## config.mk

```make
export PLATFORM = sky130hd
export DESIGN_NAME = msbc_mode_bus_cfg
export DESIGN_NICKNAME = d
export VERILOG_FILES = /design/src/logic/msbc_pkg.sv /design/src/logic/msbc_mode_bus_cfg.sv
export SDC_FILE = /design/constraint.sdc
export NUM_CORES = 1
export LEC_CHECK = 0
export CORE_MARGIN = 5
export CORE_UTILIZATION = 45
export CTS_CLUSTER_SIZE = 20
export DETAILED_ROUTE_END_ITERATION = 10
export DONT_BUFFER_PORTS = 1
export GPL_TIMING_DRIVEN = 0
export PLACE_DENSITY = 0.72
export REMOVE_ABC_BUFFERS = 1
export SYNTH_ARGS = -nofsm -noshare
export SYNTH_HDL_FRONTEND = slang
export SYNTH_SLANG_ARGS = --single-unit
export TNS_END_PERCENT = 5
```

## constraint.sdc

```tcl
create_clock -name i_sys_clk -period 2.35 [get_ports i_sys_clk]
set_input_delay 0.5875 -clock i_sys_clk [delete_from_list [all_inputs] [get_ports i_sys_clk]]
set_output_delay 0.5875 -clock i_sys_clk [all_outputs]
set_load 0.1 [all_outputs]
```

## src/logic/msbc_pkg.sv

```systemverilog
package msbc_pkg;

  // operating modes, code = {mode_sel_hi, mode_sel_mid, mode_sel_lo}
  typedef enum logic [2:0] {
    MSBC_SPECIAL_SINGLE = 3'b000,
    MSBC_EMU_NARROW = 3'b001,
    MSBC_TEST_WIDE = 3'b010,
    MSBC_EMU_WIDE = 3'b011,
    MSBC_NORMAL_SINGLE = 3'b100,
    MSBC_NORMAL_NARROW = 3'b101,
    MSBC_SPECIAL_PERIPH = 3'b110,
    MSBC_NORMAL_WIDE = 3'b111
  } msbc_mode_e;

  // register byte offsets
  localparam logic [11:0] MSBC_OFS_MODE = 12'h000;
  localparam logic [11:0] MSBC_OFS_PORT_E_ASSIGN = 12'h004;
  localparam logic [11:0] MSBC_OFS_EXT_BUS_IF_CTRL = 12'h008;
  localparam logic [11:0] MSBC_OFS_STATUS = 12'h00C;

  // mode register fields
  localparam int MSBC_MODE_SEL_LSB = 5;
  localparam int MSBC_MODE_INTERNAL_VISIBILITY_BIT = 3;
  // port_e_assign fields, also the port E pin numbers they control
  localparam int MSBC_NO_ACCESS_EN_BIT = 7;
  localparam int MSBC_PIPE1_PIN = 6;
  localparam int MSBC_PIPE_STATUS_OUT_EN_BIT = 5;
  localparam int MSBC_BUS_CLOCK_OFF_BIT = 4;
  localparam int MSBC_LOW_STROBE_EN_BIT = 3;
  localparam int MSBC_READ_WRITE_PIN_EN_BIT = 2;
  localparam int MSBC_PIPE0_PIN = 5;
  localparam int MSBC_CLK_PIN = 4;
  localparam int MSBC_LOW_BYTE_STROBE_PIN = 3;
  localparam int MSBC_RW_PIN = 2;
  localparam int MSBC_NO_ACCESS_FLAG_PIN = 7;
  // ext_bus_if_ctrl fields
  localparam int MSBC_CLOCK_STRETCH_EN_BIT = 0;

  // port_e_assign reset values
  localparam logic [7:0] MSBC_PORT_E_ASSIGN_RST_SINGLE = 8'h10;
  localparam logic [7:0] MSBC_PORT_E_ASSIGN_RST_NORMAL_EXP = 8'h00;
  localparam logic [7:0] MSBC_PORT_E_ASSIGN_RST_EMU = 8'hAC;
  localparam logic [7:0] MSBC_PORT_E_ASSIGN_RST_SPM = 8'h00;
  localparam logic [7:0] MSBC_PORT_E_PULLUP_RST = 8'hFF;
  localparam logic [7:0] MSBC_ALL_INPUT = 8'hFF;

  // internal bus cycle presented by the core
  typedef struct packed {
    logic valid;
    logic data_phase;
    logic write;
    logic internal;
    logic map_ext;
    logic hi_byte;
    logic low_strobe_n;
    logic no_access;
    logic [1:0] pipe_status;
    logic [15:0] addr;
    logic [15:0] wdata;
  } msbc_bus_s;

  // pad controls for ports A, B and E
  typedef struct packed {
    logic [7:0] a_out;
    logic [7:0] a_oe_n;
    logic [7:0] b_out;
    logic [7:0] b_oe_n;
    logic [7:0] e_out;
    logic [7:0] e_oe_n;
    logic [7:0] e_pullup;
    logic ab_pullup;
  } msbc_pins_s;

  typedef struct packed {
    logic [2:0] mpin_meta;
    logic [2:0] mpin_sync;
    logic clk_meta;
    logic clk_sync;
    msbc_mode_e mode;
    logic internal_visibility;
    logic mode_wr_used;
    logic [7:0] port_e_assign;
    logic port_e_assign_wr_used;
    logic stretch;
    logic dbg_active;
    logic ph_valid;
    logic ph_write;
    logic [11:0] ph_addr;
    logic [31:0] hrdata;
    msbc_pins_s pins;
  } msbc_state_s;

endpackage : msbc_pkg

```

## src/logic/msbc_mode_bus_cfg.sv

```systemverilog
// The AHB-Lite register port and the register addresses are this design's own decisions.
`timescale 1ns/1ps
// What this block does
// - mode select pins are latched into the mode bits when reset releases
// - codes 000..011 decode to special single, emulation narrow, test wide, emulation wide
// - codes 100..111 decode to normal single, normal narrow, special peripheral, normal wide
// - reset into any mode but special peripheral sets clock_stretch_en
// - debug is active at reset only in special single chip, else on command
// - normal single chip has no bus; ports A, B, E are inputs, E pulled up
// - single chip clears pipe, strobe, read/write enables; writing ones has no effect
// - normal single chip accepts one mode write to limited modes and visibility
// - clearing bus_clock_off drives a free-running bus clock on port E bit 4, except in special peripheral mode
// - normal wide uses ports A, B as 16-bit address/data, bus clock on E4
// - pipe_status_out_en puts pipe status on E6 and E5 in expanded modes
// - read_write_pin_en makes E2 the read/write output; software sets it first
// - in normal wide E3 is an input until low_strobe_en makes it the strobe
// - bus clock starts stretched; bus_clock_off, visibility and stretch govern it
// - normal narrow carries address on A and B, data on A only unless map_ext is set
// - internal visibility is never offered in normal narrow mode
// - normal narrow accepts one port_e_assign write; software sets all bits
// - in normal narrow E3 stays general purpose despite low_strobe_en
// - emulation modes drive all port E control pins; their enables are locked
// - emulation narrow uses 16-bit data for mapped internal registers, bytes externally
// - narrow pins: A15/D15/D7 on A7, A0 on B0, D8/D0 on A0
// - emulation narrow shows internal cycles as 16-bit only with visibility on or map_ext set
// - hidden internal access holds clock low while stretch is set, read/write high, bus and strobe unchanged
module msbc_mode_bus_cfg (
  // clock and reset
  input wire logic i_sys_clk,
  input wire logic i_srst,
  // mode pins and link clock source, asynchronous
  input wire logic i_mode_sel_hi,
  input wire logic i_mode_sel_mid,
  input wire logic i_mode_sel_lo,
  input wire logic i_bus_clk_src,
  // core side
  input wire msbc_pkg::msbc_bus_s i_bus,
  input wire logic i_debug_activate,
  output logic o_debug_active,
  // AHB-Lite slave
  input wire logic i_hsel,
  input wire logic [31:0] i_haddr,
  input wire logic [1:0] i_htrans,
  input wire logic i_hwrite,
  input wire logic [2:0] i_hsize,
  input wire logic [31:0] i_hwdata,
  input wire logic i_hready,
  output logic o_hreadyout,
  output logic o_hresp,
  output logic [31:0] o_hrdata,
  // pads
  output msbc_pkg::msbc_pins_s o_pins
);
  import msbc_pkg::*;

  msbc_state_s st;
  msbc_state_s next_st;
  logic single_chip;
  logic expanded;
  logic narrow;
  logic emulation;
  logic internal_visibility_eff;
  logic hide;
  logic wide_data;
  logic pipe_en;
  logic low_byte_strobe_en;
  logic rw_en;
  logic no_access_flag_en;
  logic clk_en;
  logic [2:0] wr_mode;

  function automatic logic f_single(input msbc_mode_e m);
    return m == MSBC_SPECIAL_SINGLE || m == MSBC_NORMAL_SINGLE;
  endfunction : f_single

  function automatic logic f_emulation(input msbc_mode_e m);
    return m == MSBC_EMU_NARROW || m == MSBC_EMU_WIDE;
  endfunction : f_emulation

  function automatic logic [7:0] f_port_e_assign_reset(input msbc_mode_e m);
    if (f_single(m)) begin
      return MSBC_PORT_E_ASSIGN_RST_SINGLE;
    end
    if (f_emulation(m)) begin
      return MSBC_PORT_E_ASSIGN_RST_EMU;
    end
    if (m == MSBC_SPECIAL_PERIPH) begin
      return MSBC_PORT_E_ASSIGN_RST_SPM;
    end
    return MSBC_PORT_E_ASSIGN_RST_NORMAL_EXP;
  endfunction : f_port_e_assign_reset

  // effective configuration from the stored bits and the mode
  always_comb begin
    single_chip = f_single(st.mode);
    emulation = f_emulation(st.mode);
    narrow = st.mode == MSBC_NORMAL_NARROW || st.mode == MSBC_EMU_NARROW;
    expanded = !single_chip && st.mode != MSBC_SPECIAL_PERIPH;
    internal_visibility_eff = st.internal_visibility && expanded && st.mode != MSBC_NORMAL_NARROW;
    pipe_en = st.port_e_assign[MSBC_PIPE_STATUS_OUT_EN_BIT] && expanded;
    low_byte_strobe_en = st.port_e_assign[MSBC_LOW_STROBE_EN_BIT] && expanded && st.mode != MSBC_NORMAL_NARROW;
    rw_en = st.port_e_assign[MSBC_READ_WRITE_PIN_EN_BIT] && expanded;
    no_access_flag_en = st.port_e_assign[MSBC_NO_ACCESS_EN_BIT] && expanded;
    clk_en = !st.port_e_assign[MSBC_BUS_CLOCK_OFF_BIT] && st.mode != MSBC_SPECIAL_PERIPH;
    hide = i_bus.valid && i_bus.internal && !internal_visibility_eff && !i_bus.map_ext;
    // 16-bit data on A and B unless a narrow external access
    wide_data = !narrow || i_bus.map_ext || (i_bus.internal && internal_visibility_eff);
  end

  always_comb begin
    next_st = st;
    wr_mode = i_hwdata[MSBC_MODE_SEL_LSB +: 3];
    next_st.mpin_meta = {i_mode_sel_hi, i_mode_sel_mid, i_mode_sel_lo};
    next_st.mpin_sync = st.mpin_meta;
    next_st.clk_meta = i_bus_clk_src;
    next_st.clk_sync = st.clk_meta;

    // AHB data phase: writes take effect here
    if (st.ph_valid && st.ph_write) begin
      unique case (st.ph_addr)
        MSBC_OFS_MODE: begin
          if (st.mode == MSBC_NORMAL_SINGLE && !st.mode_wr_used) begin
            next_st.mode_wr_used = 1'b1;
            next_st.internal_visibility = i_hwdata[MSBC_MODE_INTERNAL_VISIBILITY_BIT];
            if (wr_mode == MSBC_SPECIAL_SINGLE || wr_mode == MSBC_NORMAL_WIDE || wr_mode == MSBC_NORMAL_NARROW) begin
              next_st.mode = msbc_mode_e'(wr_mode);
            end
          end else if (st.mode == MSBC_SPECIAL_SINGLE || st.mode == MSBC_TEST_WIDE) begin
            // special single and test wide may switch freely, but never into peripheral mode
            next_st.internal_visibility = i_hwdata[MSBC_MODE_INTERNAL_VISIBILITY_BIT];
            if (wr_mode != MSBC_SPECIAL_PERIPH) begin
              next_st.mode = msbc_mode_e'(wr_mode);
            end
          end else if (st.mode != MSBC_SPECIAL_PERIPH && st.mode != MSBC_NORMAL_SINGLE) begin
            next_st.internal_visibility = i_hwdata[MSBC_MODE_INTERNAL_VISIBILITY_BIT];
          end
        end
        MSBC_OFS_PORT_E_ASSIGN: begin
          if (emulation) begin
            next_st.port_e_assign = st.port_e_assign;
          end else if (st.mode == MSBC_NORMAL_NARROW) begin
            if (!st.port_e_assign_wr_used) begin
              next_st.port_e_assign = i_hwdata[7:0];
              next_st.port_e_assign_wr_used = 1'b1;
            end
          end else if (st.mode != MSBC_SPECIAL_PERIPH) begin
            next_st.port_e_assign = i_hwdata[7:0];
          end
        end
        MSBC_OFS_EXT_BUS_IF_CTRL: begin
          if (st.mode != MSBC_SPECIAL_PERIPH) begin
            next_st.stretch = i_hwdata[MSBC_CLOCK_STRETCH_EN_BIT];
          end
        end
        default: begin
        end
      endcase
    end

    // AHB address phase
    next_st.ph_valid = i_hsel && i_hready && i_htrans[1];
    next_st.ph_write = i_hwrite;
    next_st.ph_addr = (i_haddr[31:12] == 20'h00000) ? i_haddr[11:0] : 12'hFFF;
    next_st.hrdata = 32'h00000000;
    if (i_hsel && i_hready && i_htrans[1] && !i_hwrite) begin
      if (i_haddr[31:12] == 20'h00000) begin
        unique case (i_haddr[11:0])
          MSBC_OFS_MODE: begin
            next_st.hrdata[MSBC_MODE_SEL_LSB +: 3] = st.mode;
            next_st.hrdata[MSBC_MODE_INTERNAL_VISIBILITY_BIT] = st.internal_visibility;
          end
          MSBC_OFS_PORT_E_ASSIGN: next_st.hrdata[7:0] = st.port_e_assign;
          MSBC_OFS_EXT_BUS_IF_CTRL: next_st.hrdata[MSBC_CLOCK_STRETCH_EN_BIT] = st.stretch;
          MSBC_OFS_STATUS: next_st.hrdata[5:0] = {internal_visibility_eff, st.port_e_assign_wr_used, st.mode_wr_used, narrow,
                                                  expanded, st.dbg_active};
          default: begin
          end
        endcase
      end
    end

    // background debug activation by serial command
    if (i_debug_activate) begin
      next_st.dbg_active = 1'b1;
    end

    // port E: general purpose pins are pulled-up inputs
    next_st.pins.e_oe_n = MSBC_ALL_INPUT;
    next_st.pins.e_pullup = MSBC_PORT_E_PULLUP_RST;
    next_st.pins.ab_pullup = 1'b0;
    if (clk_en) begin
      next_st.pins.e_oe_n[MSBC_CLK_PIN] = 1'b0;
      next_st.pins.e_pullup[MSBC_CLK_PIN] = 1'b0;
      // stretch makes the clock a bus control signal that idles low on hidden cycles
      next_st.pins.e_out[MSBC_CLK_PIN] = (st.stretch && expanded && hide) ? 1'b0 : st.clk_sync;
    end
    if (rw_en) begin
      next_st.pins.e_oe_n[MSBC_RW_PIN] = 1'b0;
      next_st.pins.e_pullup[MSBC_RW_PIN] = 1'b0;
      next_st.pins.e_out[MSBC_RW_PIN] = !(i_bus.valid && !hide && i_bus.write);
    end
    if (low_byte_strobe_en) begin
      next_st.pins.e_oe_n[MSBC_LOW_BYTE_STROBE_PIN] = 1'b0;
      next_st.pins.e_pullup[MSBC_LOW_BYTE_STROBE_PIN] = 1'b0;
      if (i_bus.valid && !hide) begin
        next_st.pins.e_out[MSBC_LOW_BYTE_STROBE_PIN] = i_bus.low_strobe_n;
      end
    end
    if (pipe_en) begin
      next_st.pins.e_oe_n[MSBC_PIPE1_PIN] = 1'b0;
      next_st.pins.e_oe_n[MSBC_PIPE0_PIN] = 1'b0;
      next_st.pins.e_pullup[MSBC_PIPE1_PIN] = 1'b0;
      next_st.pins.e_pullup[MSBC_PIPE0_PIN] = 1'b0;
      next_st.pins.e_out[MSBC_PIPE1_PIN] = i_bus.pipe_status[1];
      next_st.pins.e_out[MSBC_PIPE0_PIN] = i_bus.pipe_status[0];
    end
    if (no_access_flag_en) begin
      next_st.pins.e_oe_n[MSBC_NO_ACCESS_FLAG_PIN] = 1'b0;
      next_st.pins.e_pullup[MSBC_NO_ACCESS_FLAG_PIN] = 1'b0;
      next_st.pins.e_out[MSBC_NO_ACCESS_FLAG_PIN] = i_bus.no_access;
    end

    // ports A and B: inputs without pull-ups unless expanded
    if (!expanded) begin
      next_st.pins.a_oe_n = MSBC_ALL_INPUT;
      next_st.pins.b_oe_n = MSBC_ALL_INPUT;
    end else if (i_bus.valid && !hide) begin
      if (!i_bus.data_phase) begin
        // address phase: A15 on A7 down to A0 on B0
        next_st.pins.a_oe_n = 8'h00;
        next_st.pins.b_oe_n = 8'h00;
        next_st.pins.a_out = i_bus.addr[15:8];
        next_st.pins.b_out = i_bus.addr[7:0];
      end else if (wide_data) begin
        next_st.pins.a_oe_n = i_bus.write ? 8'h00 : MSBC_ALL_INPUT;
        next_st.pins.b_oe_n = i_bus.write ? 8'h00 : MSBC_ALL_INPUT;
        next_st.pins.a_out = i_bus.wdata[15:8];
        next_st.pins.b_out = i_bus.wdata[7:0];
      end else begin
        // narrow external: byte on port A only, B keeps the address
        next_st.pins.a_oe_n = i_bus.write ? 8'h00 : MSBC_ALL_INPUT;
        next_st.pins.a_out = i_bus.hi_byte ? i_bus.wdata[15:8] : i_bus.wdata[7:0];
      end
    end

    // reset: mode pins sampled every cycle, so the value at release is kept
    if (i_srst) begin
      next_st.mode = msbc_mode_e'(st.mpin_sync);
      next_st.internal_visibility = 1'b0;
      next_st.mode_wr_used = 1'b0;
      next_st.port_e_assign = f_port_e_assign_reset(msbc_mode_e'(st.mpin_sync));
      next_st.port_e_assign_wr_used = 1'b0;
      next_st.stretch = msbc_mode_e'(st.mpin_sync) != MSBC_SPECIAL_PERIPH;
      next_st.dbg_active = msbc_mode_e'(st.mpin_sync) == MSBC_SPECIAL_SINGLE;
      next_st.ph_valid = 1'b0;
      next_st.hrdata = 32'h00000000;
      next_st.pins.a_out = 8'h00;
      next_st.pins.b_out = 8'h00;
      next_st.pins.e_out = 8'h00;
      next_st.pins.a_oe_n = MSBC_ALL_INPUT;
      next_st.pins.b_oe_n = MSBC_ALL_INPUT;
      next_st.pins.e_oe_n = MSBC_ALL_INPUT;
      next_st.pins.e_pullup = MSBC_PORT_E_PULLUP_RST;
      next_st.pins.ab_pullup = 1'b0;
    end
  end

  always_ff @(posedge i_sys_clk) begin
    st <= next_st;
  end

  // zero wait states, always OKAY
  assign o_hreadyout = 1'b1;
  assign o_hresp = 1'b0;
  assign o_hrdata = st.hrdata;
  assign o_pins = st.pins;
  assign o_debug_active = st.dbg_active;

  a_mode_latch: assert property (@(posedge i_sys_clk)
    $fell(i_srst) |-> st.mode == $past(st.mpin_sync, 2))
    else $error("mode not latched at reset release");

  a_stretch_rst: assert property (@(posedge i_sys_clk)
    $fell(i_srst) |-> st.stretch == (st.mode != MSBC_SPECIAL_PERIPH))
    else $error("stretch reset value wrong");

  a_single_ctrl: assert property (@(posedge i_sys_clk) disable iff (i_srst)
    f_single(st.mode) ##1 f_single(st.mode) |-> o_pins.e_oe_n[MSBC_PIPE1_PIN] && o_pins.e_oe_n[MSBC_PIPE0_PIN]
      && o_pins.e_oe_n[MSBC_LOW_BYTE_STROBE_PIN] && o_pins.e_oe_n[MSBC_RW_PIN])
    else $error("single chip drives a bus control pin");

  a_single_ab: assert property (@(posedge i_sys_clk) disable iff (i_srst)
    f_single(st.mode) ##1 f_single(st.mode) |-> o_pins.a_oe_n == 8'hFF && o_pins.b_oe_n == 8'hFF)
    else $error("single chip drives ports A or B");

  a_mode_once: assert property (@(posedge i_sys_clk) disable iff (i_srst)
    st.mode_wr_used && $past(st.mode_wr_used) && $past(st.mode) == MSBC_NORMAL_SINGLE
      |-> st.mode == MSBC_NORMAL_SINGLE || $past(st.mode_wr_used, 2))
    else $error("mode changed by a second write");

  a_narrow_port_e_assign: assert property (@(posedge i_sys_clk) disable iff (i_srst)
    st.mode == MSBC_NORMAL_NARROW && st.port_e_assign_wr_used ##1 st.mode == MSBC_NORMAL_NARROW
      |-> $stable(st.port_e_assign))
    else $error("port_e_assign written twice in narrow mode");

  a_narrow_strobe: assert property (@(posedge i_sys_clk) disable iff (i_srst)
    st.mode == MSBC_NORMAL_NARROW ##1 st.mode == MSBC_NORMAL_NARROW |-> o_pins.e_oe_n[MSBC_LOW_BYTE_STROBE_PIN])
    else $error("strobe driven in narrow mode");

  a_emu_locked: assert property (@(posedge i_sys_clk) disable iff (i_srst)
    emulation && $past(emulation) && !$past(i_srst) |-> st.port_e_assign == MSBC_PORT_E_ASSIGN_RST_EMU)
    else $error("emulation enables changed");

  a_hidden_cycle: assert property (@(posedge i_sys_clk) disable iff (i_srst)
    hide && rw_en && clk_en && st.stretch && expanded ##1 !i_srst
      |-> o_pins.e_out[MSBC_RW_PIN] && !o_pins.e_out[MSBC_CLK_PIN] && $stable(o_pins.a_out))
    else $error("hidden internal cycle leaked to pins");

  a_no_internal_visibility_narrow: assert property (@(posedge i_sys_clk) disable iff (i_srst)
    st.mode == MSBC_NORMAL_NARROW |-> !internal_visibility_eff)
    else $error("visibility in normal narrow mode");

  a_debug_cmd: assert property (@(posedge i_sys_clk) disable iff (i_srst)
    i_debug_activate |=> o_debug_active [*2])
    else $error("debug command did not activate");

  c_mode_switch: cover property (@(posedge i_sys_clk) disable iff (i_srst)
    st.mode == MSBC_NORMAL_SINGLE ##1 st.mode == MSBC_NORMAL_WIDE);
  c_narrow_byte: cover property (@(posedge i_sys_clk) disable iff (i_srst)
    narrow && i_bus.valid && i_bus.data_phase && !wide_data);
  c_hidden: cover property (@(posedge i_sys_clk) disable iff (i_srst) hide && expanded);
  c_clock_free: cover property (@(posedge i_sys_clk) disable iff (i_srst)
    single_chip && clk_en);

endmodule : msbc_mode_bus_cfg

```

======== After elaboration in Yosys (flattened, before gate mapping) ========
Cells that the tools add are included.
operators by class
  reduce and logical (&&, ||, !) cells .... 70
  muxes and demuxes ....................... 52
  equal/unequal tests ..................... 25
  bitwise gates (word level) .............. 4
operator list
  kind                                            count
  two-way mux 8 bit                               11
  == test 12 x 4 -> 1 bit, second input constant  3
  two-way mux 16 bit                              2
  two-way mux 32 bit                              1
  == test 12 x 3 -> 1 bit, second input constant  2
  logical NOT 12 bit                              2
  logical AND 1 bit                               23
  two-way mux 1 bit                               22
  logical NOT 20 bit                              1
  == test 3 bit, second input constant            6
  two-way mux 9 bit                               2
  != test 3 bit, second input constant            6
  two-way mux 17 bit                              1
  two-way mux 15 bit                              1
  AND reduction 3 bit                             4
  nonzero test 2 bit                              6
  nonzero test 3 bit                              4
  logical OR 1 bit                                10
  AND reduction 5 bit                             2
  == test 3 x 2 -> 1 bit, second input constant   3
  logical NOT 1 bit                               9
  logical NOT 3 bit                               3
  two-way mux 3 bit                               3
  one-hot mux 1 bit (3 select lines)              3
  other kinds (14)                                21
word-level totals
  bits in registers ....................... 119
  word-level logic and storage cells ...... 180
  output and inout port bits .............. 92
  input bits .............................. 121

======== Depth between registers and ports, before layout ========
Gate-level depths: netlist of the first run.
  depth in word-level cells ............... 13
  depth in mapped cells ................... 6
  mapped depth without buffers ............ 4

======== Worst setup path after synthesis of the first run ========
Ideal clock, no wire load.
  kind .................................... register to register
  start ................................... register st[89] in the netlist's numbering
  end ..................................... register st[116] in the netlist's numbering (enable)
  setup time .............................. 0.374 ns
  slack ................................... 0.157 ns
  arrival time ............................ 1.819 ns
  path buffers ............................ 1
  cell stages (with the launch flop) ...... 5
  cell sequence ........................... dfxtp_1 or4_4 or3_1 buf_2 o41ai_1
on the way
  word-level cells in the longest chain between the ends .. 3
ends and longest elaborated chain
  element                               line                      text
  start: declaration                    msbc_mode_bus_cfg.sv:56   msbc_state_s st;
  start signal: assignment              msbc_mode_bus_cfg.sv:269  st <= next_st;
  logical NOT 12 bit                    msbc_mode_bus_cfg.sv:120  unique case (st.ph_addr)
  nonzero test 2 bit (no source line)   n/a
  AND reduction 5 bit (no source line)  n/a
Every way passes these cells.
A chain may end at the register's enable or synchronous reset.

==> impl_table.tex, run 1 <==
\begin{tabular}{lr}
\hline
Metric & Value \\
\hline
\multicolumn{2}{l}{\textbf{Critical path}} \\
WS Path Type & reg2out \\
Crit path max fanout & 5 \\
Cell with the largest stage delay on the worst path & sky130\_fd\_sc\_hd\_\_dfxtp\_4 \\
Arrival time worst endpoint & 1.84 ns \\
Worst path cell trace & buf\_16 \\
Endpoint class of the critical path & output port \\
Crit path required time & 1.76 ns \\
Kind of start point of the critical path & register \\
Buffer and inverter count on the worst path & 1 \\
Crit-path leading delay family & flip-flops \\
Longest individual stage delay on the worst path & 0.95 ns \\
\multicolumn{2}{l}{\textbf{Clock network}} \\
CTS tree & done \\
Post-CTS setup repair buffer count & 0 \\
Clock input transition at the sequential cells of the worst setup and hold paths & 0.08 ns \\
CTS Root Cell & sky130\_fd\_sc\_hd\_\_clkbuf\_8 \\
Number of buffers inserted during clock tree synthesis & 9 \\
Max Buffers Root-to-Sink & 2 \\
Clock latency at the later pin of the worst-skew pair & 0.35 ns \\
H-tree lvl count & 3 \\
Sinks on Clock Net & 75 \\
Hold Buf Count CTS & 0 \\
\multicolumn{2}{l}{\textbf{GRT}} \\
Global route overflow & 0 \\
GRT Resource Usage Total & 15.5\% \\
Vias in the first global route & 2515 \\
Number of antenna violations at the first check in global routing & 0 \\
First-pass GRT wire length & 12.5 mm \\
Largest net degree at the start of global routing & 36 \\
\multicolumn{2}{l}{\textbf{Floorplanning}} \\
Area of the core region & 0.00859 sq mm \\
Die width & 103 microns \\
Number of top-level pins & 213 \\
Floorplan row count & 34 \\
Initial Util & 45.3\% \\
Die Ht & 103 microns \\
Area enclosed by the die boundary & 0.0106 sq mm \\
\multicolumn{2}{l}{\textbf{Yosys}} \\
Count leader, synth & sky130\_fd\_sc\_hd\_\_buf\_4 \\
Synth area leader & sky130\_fd\_sc\_hd\_\_dfxtp\_1 \\
Leading post-synthesis cells by instance count & sky130\_fd\_sc\_hd\_\_buf\_4, sky130\_fd\_sc\_hd\_\_dfxtp\_1, sky130\_fd\_sc\_hd\_\_nor2\_1 \\
Proportion of netlist area held by the largest area contributor & 31.9\% \\
Synthesized instance count & 409 \\
Post-synthesis average cell area & 9.53 sq um \\
Most instantiated flip-flop cell in the synthesis netlist & sky130\_fd\_sc\_hd\_\_dfxtp\_1 \\
Sequential share of the synthesized area & 41.9\% \\
Number of warnings printed during yosys synthesis & 0 \\
Area contributors post-synth & sky130\_fd\_sc\_hd\_\_dfxtp\_1, sky130\_fd\_sc\_hd\_\_buf\_4, sky130\_fd\_sc\_hd\_\_edfxtp\_1, sky130\_fd\_sc\_hd\_\_mux2i\_1, sky130\_fd\_sc\_hd\_\_nor2b\_1 \\
Count of cell types in the netlist & 57 \\
Fraction of registers with async set/reset & 0\% \\
Count of state elements after synthesis & 75 \\
Combined area of all synthesized cells & 0.00390 sq mm \\
Number of synthesized flops with an enable pin & 13 \\
\multicolumn{2}{l}{\textbf{Timing}} \\
Setup TNS & -0.732 ns \\
Min setup slack post-route & -0.0776 ns \\
Number of slew-limit violations in the final report & 0 \\
Final setup violating endpoints & 10 \\
Setup repair after global routing missed its margin & yes \\
Worst-case clock skew & 0.00375 ns \\
Minimum period implied by the final worst setup slack & 2.43 ns \\
Slew HR & 26.0\% \\
Number of failing hold endpoints at the final stage & 0 \\
Final worst-path cycle share & 103\% \\
Worst-margin pin slew & 1.12 ns \\
Peak Freq & 412 MHz \\
Final Hold Slack & 0.253 ns \\
\multicolumn{2}{l}{\textbf{Drt}} \\
Post-detailed-route via-to-cell ratio & 5.50 \\
Number of design rule violations left after detail routing & 0 \\
Initial detailed-routing violation count & 85 \\
Routed via count & 2519 \\
Per-cell routed wire length & 18.5 microns \\
Post-route ant nets & 0 \\
Routed wire length & 8.46 mm \\
Number of detailed-route iterations in the first pass & 4 \\
\multicolumn{2}{l}{\textbf{Cells and area}} \\
Nets & 466 \\
Area Growth Syn to Fin & -4.11\% \\
Sequential cell area & 0.00165 sq mm \\
Count of non-filler cells in the finished layout & 458 \\
Fillcell total & 837 \\
Ant. Diodes & 0 \\
Ratio of cells with drive above 1 in the final layout & 14.0\% \\
Footprint of the multi-input gates & 0.00164 sq mm \\
\multicolumn{2}{l}{\textbf{Place}} \\
Placed cells & 442 \\
Count of input and output buffers & 0 \\
Detail Placement HPWL & 6.38 mm \\
Placer congestion estimate & 0.821 \\
\multicolumn{2}{l}{\textbf{Pwr}} \\
Power Dens Cells & 892 mW/mm\^{}2 \\
Leakage power figure & 1.45 nW \\
Worst supply voltage drop on vdd & 0.430 mV \\
\multicolumn{2}{l}{\textbf{Min path}} \\
Worst hold path type & in2reg \\
\multicolumn{2}{l}{\textbf{Run}} \\
Max-cap check violation count & 0 \\
\multicolumn{2}{l}{\textbf{Status}} \\
Violated checks & negative setup slack \\
Result of the run & complete, but fails checks \\
\hline
\end{tabular}
area by class of cell:
class	instances	area share [%]
Clock buffer	11	4.66
Tap cell	108	3.62
Timing Repair Buffer	2	1.47
Sequential cell	75	44.1
Clock inverter	5	1.67
Inverter	6	0.603
Multi-Input combinational cell	251	43.9
state kept, by name, indices dropped and copies added, names as in the netlist:
name            count
next_st             4
o_debug_active      1
o_hrdata            8
o_pins             29
st                 33
power by group:
part           internal (W)  switching, W
clock              0.000629      0.000495
sequential          0.00136      0.000369
combinational     0.0000958      0.000381
cells in the final DEF, fill, tap and decap left out, types with 8 or more instances in the layout:
| cell type | n |
|---|---|
| sky130_fd_sc_hd__conb_1 | 33 |
| sky130_fd_sc_hd__mux2i_1 | 17 |
| sky130_fd_sc_hd__nor4_1 | 11 |
| sky130_fd_sc_hd__o22a_1 | 8 |
| sky130_fd_sc_hd__dfxtp_1 | 55 |
| sky130_fd_sc_hd__a211oi_1 | 8 |
| sky130_fd_sc_hd__or2_2 | 12 |
| sky130_fd_sc_hd__or3_1 | 14 |
| sky130_fd_sc_hd__nor2_1 | 24 |
| sky130_fd_sc_hd__nand2_1 | 19 |
| sky130_fd_sc_hd__nor2b_1 | 19 |
| sky130_fd_sc_hd__clkbuf_8 | 9 |
| sky130_fd_sc_hd__a32o_1 | 8 |
| sky130_fd_sc_hd__edfxtp_1 | 13 |
logic make-up (layout without fill, tap and decap cells):
group,count (synthesis),count (layout),synth area share [%]
AO/OA/AOI/OAI,60,60,12.2
flip-flops,75,75,41.9
buffers and inverters,114,24,19.8
multiplexers,20,20,5.23
AND/OR/NAND/NOR,138,138,20.7
other,2,33,0.193
metrics by stage:
step	worst slack [ns]	total power [W]	util (%)	cell area (sq um)
floorplan	-3.67	0.00217	-	3260
global placement	-3.76	0.00221	39.6	3400
detailed placement	0.00859	0.00223	40.4	3470
CTS	-0.0968	0.00336	43.2	3710
global route	-0.139	0.00346	43.5	3740
finish	-0.0776	0.00333	43.5	3740
worst paths after layout:
check | startpoint | endpoint | slack (ns) | depth (start not counted)
worst max-delay path | o_pins[31]$_SDFFE_PP1P_ | o_pins[29] | -0.08 | 1
worst min-delay path | i_hwrite | st[101]$_DFF_P_ | 0.25 | 0
worst max register to register | st[117]$_DFFE_PP_ | o_pins[39]$_SDFFE_PP0P_ | 0.08 | 4
worst min register to register | next_st[119]$_DFF_P_ | st[119]$_DFF_P_ | 0.33 | 0
repair_timing:
action / CTS / global route
hold endpoints to repair: 0 / 0
setup endpoints to repair: 13 / 26
cloned: 0 / 0
resized for setup: 1 / 2
layer usage:
metal  vias to the layer above  share of wire [%]  GRT usage [%]
met5                         -                  0              0
li1                       1196                  -              -
met3                        14                 13           8.59
met2                       138                 50           27.5
met4                         0               0.91           3.49
met1                      1171                 36           15.9
(Power assumes the default switching activity.)
==> run 2: changes to the inputs <==
--- a/config.mk
+++ b/config.mk
@@ -13,6 +13,7 @@
 export GPL_TIMING_DRIVEN = 0
 export PLACE_DENSITY = 0.72
 export REMOVE_ABC_BUFFERS = 1
+export SKIP_LAST_GASP = 1
 export SYNTH_ARGS = -nofsm -noshare
 export SYNTH_HDL_FRONTEND = slang
 export SYNTH_SLANG_ARGS = --single-unit
==> impl_table.tex, run 2 (synthesis results as in run 1) <==
\begin{tabular}{lr}
\hline
Metric & Value \\
\hline
\multicolumn{2}{l}{\textbf{Status}} \\
Result of the run & complete, but fails checks \\
Violated checks & negative setup slack \\
\multicolumn{2}{l}{\textbf{Clock network}} \\
Max Buffers Root-to-Sink & 2 (unchanged) \\
Number of buffers inserted during clock tree synthesis & 9 (unchanged) \\
CTS tree & done \\
CTS Root Cell & sky130\_fd\_sc\_hd\_\_clkbuf\_8 \\
Clock input transition at the sequential cells of the worst setup and hold paths & 0.08 ns (about the same) \\
Sinks on Clock Net & 75 (unchanged) \\
H-tree lvl count & 3 (unchanged) \\
Clock latency at the later pin of the worst-skew pair & 0.35 ns (about the same) \\
Post-CTS setup repair buffer count & 0 (unchanged) \\
\multicolumn{2}{l}{\textbf{GRT}} \\
Global route overflow & 0 (unchanged) \\
GRT Resource Usage Total & 15.4\% (-0.084 points) \\
Largest net degree at the start of global routing & 36 (unchanged) \\
First-pass GRT wire length & 12.4 mm (-0.55\%) \\
Vias in the first global route & 2506 (-0.36\%) \\
Number of antenna violations at the first check in global routing & 0 (unchanged) \\
\multicolumn{2}{l}{\textbf{Cells and area}} \\
Commonest non-fill, non-tap cell in the layout & sky130\_fd\_sc\_hd\_\_dfxtp\_1 \\
Share of the core filled with cells in the final layout & 43.2\% (-0.25 points) \\
Ant. Diodes & 0 (unchanged) \\
Most frequent cells in the layout & sky130\_fd\_sc\_hd\_\_dfxtp\_1, sky130\_fd\_sc\_hd\_\_conb\_1, sky130\_fd\_sc\_hd\_\_nor2\_1, sky130\_fd\_sc\_hd\_\_nand2\_1, sky130\_fd\_sc\_hd\_\_nor2b\_1 \\
Final design area excluding fillers & 0.00371 sq mm (-0.57\%) \\
Area Growth Syn to Fin & -4.66\% \\
Number of flip-flops in the largest register & 33 (unchanged) \\
Ratio of cells with drive above 1 in the final layout & 14.0\% (unchanged) \\
Largest Register & st \\
Nets & 466 (unchanged) \\
\multicolumn{2}{l}{\textbf{Drt}} \\
Post-route ant nets & 0 (unchanged) \\
Initial detailed-routing violation count & 92 (+8.2\%) \\
Number of design rule violations left after detail routing & 0 (unchanged) \\
Post-detailed-route via-to-cell ratio & 5.52 (+0.28\%) \\
Routed via count & 2526 (+0.28\%) \\
Routed wire length & 8.44 mm (-0.13\%) \\
Per-cell routed wire length & 18.4 microns (-0.13\%) \\
Number of detailed-route iterations in the first pass & 5 (+1) \\
\multicolumn{2}{l}{\textbf{Place}} \\
Setup slack at placement & 0.00859 ns (unchanged) \\
Detail Placement HPWL & 6.38 mm (unchanged) \\
Placer congestion estimate & 0.821 (unchanged) \\
Placed standard-cell area & 0.00347 sq mm (unchanged) \\
Count of input and output buffers & 0 (unchanged) \\
\multicolumn{2}{l}{\textbf{Critical path}} \\
WS Path Type & reg2out \\
Longest individual stage delay on the worst path & 0.94 ns (about the same) \\
Endpoint class of the critical path & output port \\
Worst path cell trace & buf\_16 \\
Crit-path leading delay family & flip-flops \\
Cell with the largest stage delay on the worst path & sky130\_fd\_sc\_hd\_\_dfxtp\_4 \\
Kind of start point of the critical path & register \\
Buffer and inverter count on the worst path & 1 (unchanged) \\
Crit path required time & 1.76 ns (about the same) \\
Arrival time worst endpoint & 1.84 ns (about the same) \\
Crit path max fanout & 5 (unchanged) \\
\multicolumn{2}{l}{\textbf{Timing}} \\
Peak Freq & 412 MHz (about the same) \\
Minimum period implied by the final worst setup slack & 2.43 ns (-0.00207 ns) \\
Final worst-path cycle share & 103\% (about the same) \\
Worst-margin pin slew & 1.12 ns (-0.00000709 ns) \\
Worst-case clock skew & 0.00395 ns (+0.000199 ns) \\
Setup repair after global routing missed its margin & yes \\
Final setup violating endpoints & 10 (unchanged) \\
Min setup slack post-route & -0.0755 ns (+0.00207 ns) \\
Slew HR & 26.0\% (about the same) \\
Number of failing hold endpoints at the final stage & 0 (unchanged) \\
Number of slew-limit violations in the final report & 0 (unchanged) \\
Setup TNS & -0.708 ns (+0.0232 ns) \\
\multicolumn{2}{l}{\textbf{Floorplanning}} \\
Die Ht & 103 microns (unchanged) \\
Area enclosed by the die boundary & 0.0106 sq mm (unchanged) \\
Die width & 103 microns (unchanged) \\
Floorplan row count & 34 (unchanged) \\
Initial Util & 45.3\% (unchanged) \\
Area of the core region & 0.00859 sq mm (unchanged) \\
Number of top-level pins & 213 (unchanged) \\
\multicolumn{2}{l}{\textbf{Pwr}} \\
Leakage power figure & 1.45 nW (-0.15\%) \\
Switching power total & 0.00124 W (-0.22\%) \\
Part of the power in combinational logic & 14.2\% (about the same) \\
Overall power & 0.00333 W (-0.13\%) \\
Clk network pwr share & 33.8\% (about the same) \\
Power Dens Cells & 895 mW/mm\^{}2 (+0.45\%) \\
Cell internal power dissipation & 0.00208 W (about the same) \\
Sequential Power Share & 52.0\% (about the same) \\
Switching power as a share of total power & 37.3\% (about the same) \\
Worst supply voltage drop on vdd & 0.431 mV (+0.14\%) \\
\multicolumn{2}{l}{\textbf{Run}} \\
Max-cap check violation count & 0 (unchanged) \\
\multicolumn{2}{l}{\textbf{Min path}} \\
Worst hold path type & in2reg \\
\hline
\end{tabular}
==> run 2: power groups by stage <==
stage                     Sequential, W  Combinational [W]  Clock [W]
final                           0.00173           0.000473    0.00112
after global routing            0.00174           0.000498    0.00122
after detailed placement        0.00176           0.000471          0
after floorplan                 0.00180           0.000369          0
after global placement          0.00182           0.000392          0
after CTS                       0.00173           0.000471    0.00116
==> run 2: final cells by class <==
class,count,area [sq um]
Fill cell,838,4880
Sequential cell,75,1650
Multi-Input combinational cell,251,1620
Clock buffer,11,174
Tap cell,108,135
Clock inverter,5,62.6
Timing Repair Buffer,2,55.1
Inverter,6,22.5
==> run 2: layer usage <==
layer | vias up | wire (microns) | GRT usage [%] | share of wire, %
met5 | - | 0 | 0 | 0
met4 | 0 | 77 | 3.49 | 0.91
met3 | 14 | 1110 | 8.59 | 13
met2 | 143 | 4200 | 27.2 | 50
met1 | 1174 | 3060 | 16.0 | 36
li1 | 1195 | - | - | -
==> run 2: through the flow <==
step | hold slack (ns) | cells
2_1_floorplan | 0.310 | 332
3_3_place_gp | 0.310 | 440
3_5_place_dp | 0.318 | 442
4_1_cts | 0.240 | 458
5_1_grt | 0.226 | 458
6_report | 0.253 | 458
==> run 2: worst reg2reg max path, cell delays in order (launching register included) <==
cell	delay (ns)
sky130_fd_sc_hd__edfxtp_1	0.56
sky130_fd_sc_hd__nand2b_1	0.28
sky130_fd_sc_hd__nand2_1	0.23
sky130_fd_sc_hd__nor4_2	0.86
sky130_fd_sc_hd__a32o_1	0.28
==> run 2: worst paths after layout <==
kind	from	endpoint	slack, ns	depth (start not counted)
max	o_pins[31]$_SDFFE_PP1P_	o_pins[29]	-0.08	1
min	i_hwrite	st[101]$_DFF_P_	0.25	0
max reg2reg	st[116]$_DFFE_PP_	o_pins[55]$_SDFFE_PP0P_	0.08	4
min reg2reg	next_st[119]$_DFF_P_	st[119]$_DFF_P_	0.33	0
==> run 2: what timing repair did <==
| action | in CTS | in global routing |
|---|---|---|
| endpoints found under the setup margin | 13 | 29 |
| hold buffers | 0 | 0 |
| resized for setup | 0 | 1 |
| endpoints found under the hold margin | 0 | 0 |
